File: src/hmi_params.svh
`ifndef HMI_PARAMS_SVH
`define HMI_PARAMS_SVH
// ==========================================
// bus widths and fixed map constants
`define HMI_PROG_AW      22
`define HMI_DAB_W        32
`define HMI_DATA_W       32
`define HMI_WORD_W       16
`define HMI_VEC_BASE     22'h3FFFC0
`define HMI_VEC_WORDS    7'h40
`define HMI_VEC_COUNT    6'h20
`define HMI_MEM_DEPTH_LOG 10
`endif

File: src/hmi_pkg.sv
package hmi_pkg;
    // access size carried beside every data read and write, and program writes
    typedef enum logic [1:0] {
        HMI_SZ_16  = 2'h0,
        HMI_SZ_32  = 2'h1,
        HMI_SZ_LO8 = 2'h2,
        HMI_SZ_HI8 = 2'h3
    } hmi_size_t;
    // requester state: one-hot
    typedef enum logic [2:0] {
        HMI_ST_IDLE = 3'b001,
        HMI_ST_RUN  = 3'b010,
        HMI_ST_HOLD = 3'b100
    } hmi_state_t;
endpackage

File: src/hmi_bus_if.sv
`timescale 1ns/1ps
`include "hmi_params.svh"
interface hmi_bus_if;
    // program side
    logic [`HMI_PROG_AW-1:0] prog_addr_bus;
    logic                   prog_rd;
    logic                   prog_wr;
    logic [`HMI_DATA_W-1:0] prog_rd_data_bus;
    // data side
    logic [`HMI_DAB_W-1:0]  data_rd_addr_bus;
    logic                   data_rd;
    hmi_pkg::hmi_size_t     data_rd_size;
    logic [`HMI_DAB_W-1:0]  data_wr_addr_bus;
    logic                   data_wr;
    hmi_pkg::hmi_size_t     data_wr_size;
    logic [`HMI_DATA_W-1:0] data_rd_data_bus;
    logic [`HMI_DATA_W-1:0] shared_wr_data_bus;
    // byte strobes, read and write
    logic                   rd_low_byte_lane;
    logic                   rd_high_byte_lane;
    logic                   wr_low_byte_lane;
    logic                   wr_high_byte_lane;
    modport cpu (
        output prog_addr_bus, prog_rd, prog_wr, data_rd_addr_bus, data_rd, data_rd_size,
        output data_wr_addr_bus, data_wr, data_wr_size, shared_wr_data_bus,
        output rd_low_byte_lane, rd_high_byte_lane, wr_low_byte_lane, wr_high_byte_lane,
        input  prog_rd_data_bus, data_rd_data_bus
    );
    modport mem (
        input  prog_addr_bus, prog_rd, prog_wr, data_rd_addr_bus, data_rd, data_rd_size,
        input  data_wr_addr_bus, data_wr, data_wr_size, shared_wr_data_bus,
        input  rd_low_byte_lane, rd_high_byte_lane, wr_low_byte_lane, wr_high_byte_lane,
        output prog_rd_data_bus, data_rd_data_bus
    );
endinterface

File: src/hmi_cpu_end.sv
`timescale 1ns/1ps
`include "hmi_params.svh"
module hmi_cpu_end (
    // clock and reset
    input  wire logic                   clk,
    input  wire logic                   rst_b,
    // fetch requests
    input  wire logic                   fetch_req,
    input  wire logic [`HMI_PROG_AW-1:0] fetch_addr,
    output logic                        fetch_valid,
    output logic [`HMI_DATA_W-1:0]      fetch_data,
    // program write requests
    input  wire logic                   pwr_req,
    input  wire logic [`HMI_PROG_AW-1:0] pwr_addr,
    input  wire logic [`HMI_DATA_W-1:0] pwr_data,
    output logic                        pwr_ack,
    // data read requests
    input  wire logic                   drd_req,
    input  wire logic [`HMI_DAB_W-1:0]  drd_addr,
    input  wire hmi_pkg::hmi_size_t     drd_size,
    output logic                        drd_ack,
    output logic                        drd_valid,
    output logic [`HMI_DATA_W-1:0]      drd_data,
    // data write requests
    input  wire logic                   dwr_req,
    input  wire logic [`HMI_DAB_W-1:0]  dwr_addr,
    input  wire hmi_pkg::hmi_size_t     dwr_size,
    input  wire logic [`HMI_DATA_W-1:0] dwr_data,
    output logic                        dwr_ack,
    // vector fetch flag
    output logic                        vec_hit,
    // memory link
    hmi_bus_if.cpu                      bus
);
    // ==========================================
    // arbitration
    logic grant_pw;
    logic grant_pr;
    logic grant_dw;
    logic grant_dr;
    logic hazard;
    logic pr_q;
    logic dr_q;
    // a data read of a pair being written waits while that write is granted
    assign hazard   = dwr_req && drd_req && (dwr_addr[31:1] == drd_addr[31:1]);
    // program write owns program address and write data buses
    assign grant_pw = pwr_req;
    assign grant_pr = fetch_req && !grant_pw;
    assign grant_dw = dwr_req && !grant_pw;
    assign grant_dr = drd_req && !(hazard && grant_dw);
    assign pwr_ack  = grant_pw;
    assign dwr_ack  = grant_dw;
    assign drd_ack  = grant_dr;
    // ==========================================
    // bus drive, registered so every line is synchronous
    always_ff @(posedge clk or negedge rst_b) begin
        if (!rst_b) begin
            bus.prog_addr_bus <= '0;
            bus.prog_rd       <= 1'b0;
            bus.prog_wr       <= 1'b0;
        end else begin
            // address as generated, odd included
            bus.prog_addr_bus <= grant_pw ? pwr_addr : fetch_addr;
            bus.prog_rd       <= grant_pr;
            bus.prog_wr       <= grant_pw;
        end
    end
    // data read address and type
    always_ff @(posedge clk or negedge rst_b) begin
        if (!rst_b) begin
            bus.data_rd_addr_bus  <= '0;
            bus.data_rd           <= 1'b0;
            bus.data_rd_size      <= hmi_pkg::HMI_SZ_16;
            bus.rd_low_byte_lane  <= 1'b0;
            bus.rd_high_byte_lane <= 1'b0;
        end else begin
            bus.data_rd_addr_bus  <= drd_addr;
            bus.data_rd           <= grant_dr;
            bus.data_rd_size      <= drd_size;
            bus.rd_low_byte_lane  <= grant_dr && drd_size == hmi_pkg::HMI_SZ_LO8;
            bus.rd_high_byte_lane <= grant_dr && drd_size == hmi_pkg::HMI_SZ_HI8;
        end
    end
    // data write address, type and shared write data
    always_ff @(posedge clk or negedge rst_b) begin
        if (!rst_b) begin
            bus.data_wr_addr_bus   <= '0;
            bus.data_wr            <= 1'b0;
            bus.data_wr_size       <= hmi_pkg::HMI_SZ_16;
            bus.shared_wr_data_bus <= '0;
            bus.wr_low_byte_lane   <= 1'b0;
            bus.wr_high_byte_lane  <= 1'b0;
        end else begin
            bus.data_wr_addr_bus   <= dwr_addr;
            bus.data_wr            <= grant_dw;
            bus.data_wr_size       <= grant_pw ? hmi_pkg::HMI_SZ_32 : dwr_size;
            bus.shared_wr_data_bus <= grant_pw ? pwr_data : dwr_data;
            bus.wr_low_byte_lane   <= grant_dw && dwr_size == hmi_pkg::HMI_SZ_LO8;
            bus.wr_high_byte_lane  <= grant_dw && dwr_size == hmi_pkg::HMI_SZ_HI8;
        end
    end
    // ==========================================
    // answers: memory returns data one cycle after the bus cycle
    always_ff @(posedge clk or negedge rst_b) begin
        if (!rst_b) begin
            pr_q        <= 1'b0;
            dr_q        <= 1'b0;
            fetch_valid <= 1'b0;
            drd_valid   <= 1'b0;
            fetch_data  <= '0;
            drd_data    <= '0;
            vec_hit     <= 1'b0;
        end else begin
            pr_q        <= bus.prog_rd;
            dr_q        <= bus.data_rd;
            fetch_valid <= pr_q;
            drd_valid   <= dr_q;
            if (pr_q) begin
                fetch_data <= bus.prog_rd_data_bus;
            end
            if (dr_q) begin
                drd_data <= bus.data_rd_data_bus;
            end
            // vector table occupies top 64 program words
            vec_hit <= grant_pr && fetch_addr >= `HMI_VEC_BASE;
        end
    end
endmodule

File: src/flat_wrapper.sv
// flat-port wrapper written by rule: the top's interface ports become plain ports
module hmi_cpu_end_flat 
  (clk, rst_b, fetch_req, fetch_addr, fetch_valid, fetch_data, pwr_req, pwr_addr, pwr_data, pwr_ack, drd_req, drd_addr, drd_size, drd_ack, drd_valid, drd_data, dwr_req, dwr_addr, dwr_size, dwr_data, dwr_ack, vec_hit, bus_prog_addr_bus, bus_prog_rd, bus_prog_wr, bus_data_rd_addr_bus, bus_data_rd, bus_data_rd_size, bus_data_wr_addr_bus, bus_data_wr, bus_data_wr_size, bus_shared_wr_data_bus, bus_rd_low_byte_lane, bus_rd_high_byte_lane, bus_wr_low_byte_lane, bus_wr_high_byte_lane, bus_prog_rd_data_bus, bus_data_rd_data_bus);
  hmi_bus_if bus_i ();
  input  wire logic clk;
  input  wire logic rst_b;
  input  wire logic fetch_req;
  input  wire logic [`HMI_PROG_AW-1:0] fetch_addr;
  output logic fetch_valid;
  output logic [`HMI_DATA_W-1:0] fetch_data;
  input  wire logic pwr_req;
  input  wire logic [`HMI_PROG_AW-1:0] pwr_addr;
  input  wire logic [`HMI_DATA_W-1:0] pwr_data;
  output logic pwr_ack;
  input  wire logic drd_req;
  input  wire logic [`HMI_DAB_W-1:0] drd_addr;
  input  wire hmi_pkg::hmi_size_t drd_size;
  output logic drd_ack;
  output logic drd_valid;
  output logic [`HMI_DATA_W-1:0] drd_data;
  input  wire logic dwr_req;
  input  wire logic [`HMI_DAB_W-1:0] dwr_addr;
  input  wire hmi_pkg::hmi_size_t dwr_size;
  input  wire logic [`HMI_DATA_W-1:0] dwr_data;
  output logic dwr_ack;
  output logic vec_hit;
  output wire logic [$bits(bus_i.prog_addr_bus)-1:0] bus_prog_addr_bus;
  output wire logic [$bits(bus_i.prog_rd)-1:0] bus_prog_rd;
  output wire logic [$bits(bus_i.prog_wr)-1:0] bus_prog_wr;
  output wire logic [$bits(bus_i.data_rd_addr_bus)-1:0] bus_data_rd_addr_bus;
  output wire logic [$bits(bus_i.data_rd)-1:0] bus_data_rd;
  output wire logic [$bits(bus_i.data_rd_size)-1:0] bus_data_rd_size;
  output wire logic [$bits(bus_i.data_wr_addr_bus)-1:0] bus_data_wr_addr_bus;
  output wire logic [$bits(bus_i.data_wr)-1:0] bus_data_wr;
  output wire logic [$bits(bus_i.data_wr_size)-1:0] bus_data_wr_size;
  output wire logic [$bits(bus_i.shared_wr_data_bus)-1:0] bus_shared_wr_data_bus;
  output wire logic [$bits(bus_i.rd_low_byte_lane)-1:0] bus_rd_low_byte_lane;
  output wire logic [$bits(bus_i.rd_high_byte_lane)-1:0] bus_rd_high_byte_lane;
  output wire logic [$bits(bus_i.wr_low_byte_lane)-1:0] bus_wr_low_byte_lane;
  output wire logic [$bits(bus_i.wr_high_byte_lane)-1:0] bus_wr_high_byte_lane;
  input wire logic [$bits(bus_i.prog_rd_data_bus)-1:0] bus_prog_rd_data_bus;
  input wire logic [$bits(bus_i.data_rd_data_bus)-1:0] bus_data_rd_data_bus;
  assign bus_prog_addr_bus = bus_i.prog_addr_bus;
  assign bus_prog_rd = bus_i.prog_rd;
  assign bus_prog_wr = bus_i.prog_wr;
  assign bus_data_rd_addr_bus = bus_i.data_rd_addr_bus;
  assign bus_data_rd = bus_i.data_rd;
  assign bus_data_rd_size = bus_i.data_rd_size;
  assign bus_data_wr_addr_bus = bus_i.data_wr_addr_bus;
  assign bus_data_wr = bus_i.data_wr;
  assign bus_data_wr_size = bus_i.data_wr_size;
  assign bus_shared_wr_data_bus = bus_i.shared_wr_data_bus;
  assign bus_rd_low_byte_lane = bus_i.rd_low_byte_lane;
  assign bus_rd_high_byte_lane = bus_i.rd_high_byte_lane;
  assign bus_wr_low_byte_lane = bus_i.wr_low_byte_lane;
  assign bus_wr_high_byte_lane = bus_i.wr_high_byte_lane;
  assign bus_i.prog_rd_data_bus = bus_prog_rd_data_bus;
  assign bus_i.data_rd_data_bus = bus_data_rd_data_bus;
  hmi_cpu_end u_core (.clk(clk), .rst_b(rst_b), .fetch_req(fetch_req), .fetch_addr(fetch_addr), .fetch_valid(fetch_valid), .fetch_data(fetch_data), .pwr_req(pwr_req), .pwr_addr(pwr_addr), .pwr_data(pwr_data), .pwr_ack(pwr_ack), .drd_req(drd_req), .drd_addr(drd_addr), .drd_size(drd_size), .drd_ack(drd_ack), .drd_valid(drd_valid), .drd_data(drd_data), .dwr_req(dwr_req), .dwr_addr(dwr_addr), .dwr_size(dwr_size), .dwr_data(dwr_data), .dwr_ack(dwr_ack), .vec_hit(vec_hit), .bus(bus_i));
endmodule
File: config.mk
export PLATFORM = sky130hd
export DESIGN_NAME = hmi_cpu_end_flat
export DESIGN_NICKNAME = d
export VERILOG_FILES = /design/src/hmi_pkg.sv /design/src/hmi_bus_if.sv /design/src/hmi_cpu_end.sv /design/src/flat_wrapper.sv
export VERILOG_INCLUDE_DIRS = /design/src
export SDC_FILE = /design/constraint.sdc
export NUM_CORES = 1
export LEC_CHECK = 0
export BUFFER_PORTS_ARGS = -buffer_cell sky130_fd_sc_hd__buf_4
export CAP_MARGIN = 20
export CORE_AREA = 2 2 175 177
export DETAILED_ROUTE_END_ITERATION = 6
export DIE_AREA = 0 0 177 179
export GPL_TIMING_DRIVEN = 0
export SKIP_LAST_GASP = 1
export SLEW_MARGIN = 20
export SYNTH_ARGS = -nofsm -noshare
export SYNTH_HDL_FRONTEND = slang
export SYNTH_SLANG_ARGS = --single-unit
File: constraint.sdc
create_clock -name clk -period 1.44 [get_ports clk]
set_input_delay 0.216 -clock clk [delete_from_list [all_inputs] [get_ports clk]]
set_output_delay 0.216 -clock clk [all_outputs]
set_load 0.01 [all_outputs]
=== Word-level counts from Yosys, hierarchy flattened ===
Index checks and enable logic that the tools add are counted.

* $lt $le $gt $ge: 1
* Equality and inequality tests: 5
* Multiplexer cells: 3
* Reductions and logical operators: 13

{| class="wikitable"
|+ Operators by type and width
! operator !! count
|-
| two-way mux 32 bit || 1
|-
| equality test 31 bit || 1
|-
| greater-or-equal comparator 22 bit, second input constant || 1
|-
| two-way mux 22 bit || 1
|-
| logical AND 1 bit || 11
|-
| equality test 2 bit, second input constant || 4
|-
| logical NOT 1 bit || 2
|-
| two-way mux 2 bit || 1
|}

* Bits in registers: 199
* Input port bits: 246
* Word-level logic and storage cells: 43

=== Logic depth before layout (Yosys ltp) ===
Gate-level depths: netlist (run 1).

* Depth in word-level cells: 6
* Gate-level depth with buffers: 4

=== Worst setup path before layout (run 1) ===
Ideal clock, no wire load.

* Path kind: input to output
* Start: input dwr_req
* End: output drd_ack
* Arrival time: 1022 ps
* Data required time: 1224 ps
* Setup slack: 202 ps
* Stages: 4
* Buffers on the path: 0
* Cells stage by stage: nor2b_1 -> nand4_1 -> nor4_2 -> a21boi_1

* Longest elaborated chain between the ends: 5

{| class="wikitable"
|+ RTL lines
! element !! RTL line !! text
|-
| start, declared || flat_wrapper.sv:21 || <nowiki>input wire logic dwr_req;</nowiki>
|-
| logical AND 1 bit (2 in a row) || hmi_cpu_end.sv:45 || <nowiki>assign hazard = dwr_req && drd_req && (dwr_addr[31:1] == drd_addr[31:1]);</nowiki>
|-
| logical AND 1 bit (*) || hmi_cpu_end.sv:50 || <nowiki>assign grant_dr = drd_req && !(hazard && grant_dw);</nowiki>
|-
| logical NOT 1 bit (*) || hmi_cpu_end.sv:50 ||
|-
| logical AND 1 bit (*) || hmi_cpu_end.sv:50 ||
|-
| end, declared || flat_wrapper.sv:18 || <nowiki>output logic drd_ack;</nowiki>
|}

Mark *: on every way between the ends. The rest lies on a longest branch, timed or not.

=== Worst setup path in the final report (run 1) ===
* Start: input drd_addr[2]
* End: output drd_ack

* Longest elaborated chain between the ends: 5

{| class="wikitable"
|+ RTL lines
! element !! RTL line !! text
|-
| start, declared || flat_wrapper.sv:16 || <nowiki>input wire logic [`HMI_DAB_W-1:0] drd_addr;</nowiki>
|-
| equality test 31 bit || hmi_cpu_end.sv:45 ||
|-
| logical AND 1 bit || hmi_cpu_end.sv:45 ||
|-
| logical AND 1 bit || hmi_cpu_end.sv:50 ||
|-
| logical NOT 1 bit || hmi_cpu_end.sv:50 ||
|-
| logical AND 1 bit || hmi_cpu_end.sv:50 ||
|}

Every way passes these cells.

==> metrics.md, run 1 <==
| Metric | Value |
|---|---|
| Status | complete, but fails checks |
| Failing checks | setup timing |
| Port bufs | 445 |
| R2R setup slack | 0.12 ns |
| Top cell type's share of synthesized area | a little over 70% |
| Crit share post-route | 108% |
| Req. time, crit path | ~1.2 ns |
| Startpoint types | primary input |
| Die Y | about 180 um |
| Post-route DRC | 0 |
| Max Cap Viol | 0 |
| RSZ-0062 raised after global routing | yes |
| Netlist cell types | 20 |
| Num CTS Buffers | 17 |
| Fin. max-slew vios | 0 |
| Synth Warn # | 0 |
| Clock power share | between 30% and 40% |
| # nets final | between 1,000 and 1,500 |
| Largest cells by area after synthesis | dfrtp_1 73%, mux2_2 19%, xnor2_1 4.0% |
| Post-synth top flop | dfrtp_1 |
| Final setup fails | 1 |
| Minimum clock period | about 1.5 ns |
| Most instantiated library cell after synthesis | dfrtp_1 |
| Pre-CTS WS | -0.491 ns |
| Clk root buf | clkbuf_16 |
| Synth Cell Area | 0.00686 mm2 |
| # rows | 64 |
| Routability cong. | between 0.8 and 0.9 |
| Combinational power share | between 20% and 30% |
| Asr flop ratio synth | 100% |
| Mapped Cells | between 300 and 400 |
| Worst-path clk slew | roughly 0.07 ns |
| GR Util All Layers | 14.1% |
| Synth Register Bits | around 200 |
| R2R cell count | 3 |
| Sequential-to-total area share from yosys stat | a little over 70% |
| First-pass DRT Iterations | 4 |
| Min-Delay Startpoint | bus_prog_rd_data_bus[20] |
| Worst-Margin Slew | around 0.52 ns |
| Remaining antenna violation count | 0 |
| Switching power | 3540 uW |
| Critical-path cell list | buf_4, xnor2_1, nand4_1, nor4_4, a21boi_2, buf_4 |
| Pin count of the biggest net entering global routing | 92 |
| Fmax | 645 MHz |
| Clk Latency, worst-skew pair | approximately 0.42 ns |
| CTS tree | yes |
| Core Box Area | between 0.03 and 0.04 mm2 |
| Fin Setup TNS | -0.110 ns |
| Crit path buf inv count | 2 |
| Layout cells sized above 1 | about three fifths |
| Part of the power in registers | a little under half |
| Final Hold Violating Endpoints | 0 |
| Syn Nets | 637 |
| Cell internal pwr | between 10,000 and 15,000 uW |
| CP Data Arrival Time | between 1 and 1.5 ns |
| Capture point of the worst reg-to-reg path | u_core.drd_data[20] |
| GR peak layer | met2 |
| Ports | about 450 |
| Met3 usage | ~4.2% |
| Fin Clk Skew | roughly 0.006 ns |
| Sw frac | 26.0% |
| Final HPWL DP | ~17,000 um |
| CTS max path bufs | 2 |
| Routed len/inst | 16.4 um |
| Pwr/cell area | 1030 mW/mm2 |
| First-pass GRT wire length | ~34,000 um |
| Worst hold endpoint | u_core.fetch_data[20] |
| Fillers | 2,680 |
| Crit Path Class | in -> out |
| GR Layer Usage met2 | between 20% and 30% |
| Clock sink count | around 200 |
| Vias | roughly 5,600 |
| Post-route setup slack | -0.110 ns |
| Worst Path Max Fanout | 2 |
| Final std cells w/o fill | 1,431 |
| Leakage power | a little over 0.006 uW |
| Vias per cell | ~4 |
| Area Growth Syn to Fin | 91.8% |
| Worst min-delay path class | in -> reg |
| Number of synthesized flops with an enable pin | 0 |
| CP peak stage delay | 0.35 ns |
| Slew headroom | between 60 and 70% |
| Inst Count DP | roughly 1,200 |
| DRT iter0 DRCs | 138 |
| Commonest cells post-synth | 199 x dfrtp_1, 114 x mux2_2, 31 x xnor2_1 |
| # H-tree levels | 4 |
| Met1 Use GR | roughly 16% |
| Die Wd | 177 um |
| Vias in the first global route | 6,261 |
| Final WL | 23,400 um |
| CP Capture Type | primary output |
| Most used cell, CP | buf_4 |
| Leading area contributor after synthesis | dfrtp_1 |
| Slowest cell on crit path | nor4_4 |
| Initial Utilization | between 20% and 30% |
| CP top delay family | simple AND/OR/NAND/NOR gates |
| Synth Area per Inst | ~18 um2 |
| Die Area | approximately 0.032 mm2 |
| Worst vdd ir | between 0.5 and 0.6 mV |
| Worst Setup SP | drd_addr[2] |
| Global route overflow | 0 |
| Hold Crit Depth | 2 |
| Antenna violations before repair | 1 |
| R2R Path Start | u_core.dr_q |
## cell type report
class / instances / area, um2 / share of cell area (%)
Timing Repair Buffer: 611 / 5100 / 38.7
Clock buffer: 19 / 443 / 3.36
Sequential cell: 199 / 4980 / 37.8
Buffer: 15 / 100 / 0.760
Tap cell: 396 / 495 / 3.76
Antenna cell: 1 / 2.50 / 0.0190
Multi-Input combinational cell: 177 / 1940 / 14.7
Clock inverter: 13 / 114 / 0.865
## registers in the layout, indices dropped and copies added, names as in the netlist
register                       cells
u_core.bus.data_wr_addr_bus       32
u_core.bus.rd_low_byte_lane        1
u_core.vec_hit                     1
u_core.fetch_valid                 1
u_core.bus.data_wr_size            2
u_core.pr_q                        1
u_core.bus.rd_high_byte_lane       1
u_core.bus.data_wr                 1
u_core.dr_q                        1
u_core.bus.wr_high_byte_lane       1
u_core.bus.prog_rd                 1
u_core.bus.data_rd_addr_bus       32
u_core.bus.shared_wr_data_bus     32
u_core.bus.prog_addr_bus          22
u_core.bus.prog_wr                 1
u_core.fetch_data                 32
u_core.drd_valid                   1
u_core.bus.wr_low_byte_lane        1
u_core.bus.data_rd_size            2
u_core.bus.data_rd                 1
u_core.drd_data                   32
## metal layers
metal  routed length, um  up-vias
li1                    -     2612
met1                8680     2708
met2               12400      267
met3                1770       33
met4                 562        0
met5                   0        -
## worst max-delay path by stage
stage | cells past startpoint | slack (ns) | end
final | 6 | -0.11 | drd_ack
after global routing | 6 | -0.17 | drd_ack
after CTS | 6 | -0.1 | drd_ack
after detailed placement | 6 | -0.49 | drd_ack
after global placement | 1 | -1.28 | u_core.bus.shared_wr_data_bus[16]
after floorplan | 4 | 0.20 | drd_ack
## metrics by stage
stage | cell area [um2] | util (%) | total power [uW] | hold slack (ns)
6_report | 13200 | 43.9 | 13600 | 0.0270
3_3_place_gp | 10700 | 35.6 | 8600 | 0.328
5_1_grt | 13200 | 43.9 | 14200 | 0.00137
2_1_floorplan | 6860 | - | 7060 | -0.0796
3_5_place_dp | 10800 | 35.8 | 8650 | 0.0748
4_1_cts | 13100 | 43.5 | 13700 | 0.0000132
## cells in the final DEF (no fill, tap or decap), types with 3 or more instances in the layout
cell           count
clkbuf_16         17
buf_4            446
clkbuf_1           3
mux2_2           114
nand4_1           11
xnor2_1           16
inv_6              5
xnor2_2           14
mux2_1             4
dlygate4sd3_1    160
dfrtp_1          199
buf_6             11
## logic make-up after synthesis
| family | synth area share (%) |
|---|---|
| compound gates | 0.255 |
| mux | 19.4 |
| flops | 72.5 |
| xor+xnor | 3.96 |
| buf+inv | 1.46 |
| simple gates | 2.42 |
## power groups by stage
stage	Combinational, uW	Sequential, uW	Clock [uW]
final	2750	6220	4640
after global routing	2940	6260	5030
after CTS	2730	6220	4800
after detailed placement	2320	6330	0
after global placement	2290	6310	0
after floorplan	512	6540	0
## repair_timing
item,4_1_cts,5_1_grt
setup endpoints to repair,1,1
hold buffers,156,4
pin swaps,17,8
gates resized for setup,29,8
setup buffers,4,0
endpoints found under the hold margin,267,4
Power figures use the tool's default switching activity.
==> run 2, diff against run 1 <==
--- a/config.mk
+++ b/config.mk
@@ -6,8 +6,8 @@
 export SDC_FILE = /design/constraint.sdc
 export NUM_CORES = 1
 export LEC_CHECK = 0
-export BUFFER_PORTS_ARGS = -buffer_cell sky130_fd_sc_hd__buf_4
-export CAP_MARGIN = 20
+export BUFFER_PORTS_ARGS = -buffer_cell sky130_fd_sc_hd__buf_2
+export CAP_MARGIN = 10
 export CORE_AREA = 2 2 175 177
 export DETAILED_ROUTE_END_ITERATION = 6
 export DIE_AREA = 0 0 177 179
==> run 2 against run 1 <==
Net effect: the flow still finishes with violations (setup timing); register-to-register slack better by 0.02 ns; sequential cell count unchanged; final cell count increased by 0.21%; first-iteration DRC count shrank 30%; sequential power about the same; sequential share of layout area rose by 3.3 points; design area down 8.0%.
==> metrics.md, run 2 (synthesis gave the netlist of run 1 again) <==
| Metric | Value |
|---|---|
| CP Capture Type | primary output |
| Slew headroom | 68.2% (+2.9 points) |
| Final Instance Area | 0.0121 mm2 (-8.0%) |
| Fin Clk Skew | 0.00922 ns (+0.00338 ns) |
| Placed cell area | 0.00965 mm2 (-10%) |
| Slowest cell on crit path | nor4_4 |
| Clk Latency, worst-skew pair | 0.42 ns (about the same) |
| Worst Path Max Fanout | 3 (+1) |
| Fin. max-slew vios | 0 (unchanged) |
| Final setup fails | 1 (unchanged) |
| R2R cell count | 3 (unchanged) |
| Final WL | 22,300 um (-4.7%) |
| Vias | 5,651 (+0.55%) |
| Critical-path cell list | buf_2, xnor2_2, nand4_1, nor4_4, a21boi_2, buf_2 |
| Failing checks | setup timing |
| Pwr/cell area | 1080 mW/mm2 (+4.8%) |
| Worst-path clk slew | 0.08 ns (about the same) |
| Layout cells sized above 1 | 60.1% (-0.72 points) |
| Global route overflow | 0 (unchanged) |
| CP top delay family | simple AND/OR/NAND/NOR gates |
| Remaining antenna violation count | 0 (unchanged) |
| Fmax | 622 MHz (-3.5%) |
| Pwr Total | 13,100 uW (-3.6%) |
| Area Growth Syn to Fin | 76.4% |
| Most frequent cells in the layout | 429 x buf_2, 199 x dfrtp_1, 164 x dlygate4sd3_1 |
| Post-route setup slack | -0.167 ns (-0.0567 ns) |
| Num CTS Buffers | 17 (unchanged) |
| GR Util All Layers | 13.4% (-0.70 points) |
| Post-route DRC | 0 (unchanged) |
| CTS tree | yes |
| Crit. path cell count | 6 (unchanged) |
| Capture point of the worst reg-to-reg path | u_core.drd_data[14] |
| # rows | 64 (unchanged) |
| Die Y | 179 um (unchanged) |
| Worst Setup SP | drd_addr[10] |
| Ant. Diodes | 0 (-1) |
| First-pass GRT wire length | 31,900 um (-5.0%) |
| Clk root buf | clkbuf_16 |
| Minimum clock period | 1.61 ns (+0.0567 ns) |
| Ports | 446 (unchanged) |
| Status | complete, but fails checks |
| RSZ-0062 raised after global routing | yes |
| Antenna violations before repair | 0 (-1) |
| Crit Path Class | in -> out |
| # nets final | 1,271 (+0.32%) |
| Die Wd | 177 um (unchanged) |
| Crit path buf inv count | 2 (unchanged) |
| CP peak stage delay | 0.42 ns (+0.07 ns) |
| Routed len/inst | 15.6 um (-4.9%) |
| Clock sink count | 199 (unchanged) |
| First-pass DRT Iterations | 4 (unchanged) |
| Startpoint types | primary input |
| Worst vdd ir | 0.734 mV (+40%) |
| Crit share post-route | 112% (+3.9 points) |
| CTS max path bufs | 2 (unchanged) |
| Vias per cell | 3.94 (+0.34%) |
| Leakage power | 0.00586 uW (-5.9%) |
| R2R Path Start | u_core.dr_q |
| Initial Utilization | 22.9% (unchanged) |
| Fillers | 2,827 (+5.5%) |
| # H-tree levels | 4 (unchanged) |
| Most common cell after layout, fill and taps aside | buf_2 |
| DRT iter0 DRCs | 96 (-30%) |
| CP Data Arrival Time | 1.39 ns (+0.06 ns) |
| Port bufs | 445 (unchanged) |
| Pin count of the biggest net entering global routing | 95 (+3.3%) |
| Routability cong. | 0.816 (+1.6%) |
| Min Hold Slack | 0.0300 ns (+0.00301 ns) |
| Most used cell, CP | buf_2 |
| Die Area | 0.0317 mm2 (unchanged) |
| Worst min-delay path class | in -> reg |
| Final Hold Violating Endpoints | 0 (unchanged) |
| Max Cap Viol | 0 (unchanged) |
| End point of the critical path | drd_ack |
| Vias in the first global route | 6,018 (-3.9%) |
| Req. time, crit path | 1.22 ns (about the same) |
| Core Box Area | 0.0300 mm2 (unchanged) |
| Worst-Margin Slew | 0.477 ns (-0.0430 ns) |
| Final HPWL DP | 16,000 um (-4.4%) |
| R2R setup slack | 0.14 ns (+0.02 ns) |
-- run 2: worst reg2reg max path, delay by kind of cell, from the launching register on --
| kind | cells | cell delay, ns |
|---|---|---|
| buffers and inverters | 2 | 0.47 |
| flip-flops | 1 | 0.35 |
| multiplexers | 1 | 0.37 |
-- run 2: layout make-up --
class                   count  area (um2)  share of cell area (%)
flip-flops and latches    199        4980                    41.1
plain buffers              15         100                   0.827
well taps                 396         495                    4.09
multi-input cells         177        1890                    15.6
clock buffers              18         429                    3.54
repair buffers            615        4080                    33.7
clock inverters            14         139                    1.15
-- run 2: worst min-delay path by stage --
stage	cells past startpoint	startpoint	end
3_3_place_gp	1	dwr_addr[0]	u_core.bus.data_wr_addr_bus[0]
5_1_grt	2	bus_prog_rd_data_bus[18]	u_core.fetch_data[18]
4_1_cts	2	pwr_data[19]	u_core.bus.shared_wr_data_bus[19]
2_1_floorplan	0	rst_b	u_core.bus.data_rd
6_report	2	pwr_data[19]	u_core.bus.shared_wr_data_bus[19]
3_5_place_dp	1	rst_b	u_core.drd_valid
-- run 2: timing repair --
item / CTS / global route
setup endpoints to repair: 1 / 1
setup buffers: 3 / 1
hold endpoints to repair: 178 / 6
pin swaps: 11 / 9
hold buffers: 157 / 7
gates resized for setup: 29 / 12
-- run 2: routing by layer --
| layer | GRT usage, % | routed length (um) | vias up |
|---|---|---|---|
| met2 | 24.3 | 11900 | 267 |
| met1 | 14.5 | 8340 | 2740 |
| met4 | 5.03 | 422 | 0 |
| met3 | 4.09 | 1660 | 23 |
| met5 | 0 | 0 | - |
| li1 | - | - | 2621 |
-- run 2: power by group --
part	internal, uW	leakage, uW	switching, uW
registers	6030	0.00234	160
logic	1300	0.00325	1010
clock network	2300	0.000273	2310
-- run 2: metrics by stage --
step	cells	utilization (%)	setup slack [ns]	TNS, ns
detailed placement	1234	32.1	-0.509	-0.991
CTS	1426	39.9	-0.160	-0.160
finish	1434	40.3	-0.167	-0.167
floorplan	391	-	0.202	0
global placement	1232	31.9	-3.19	-631.84
global route	1434	40.3	-0.228	-0.228
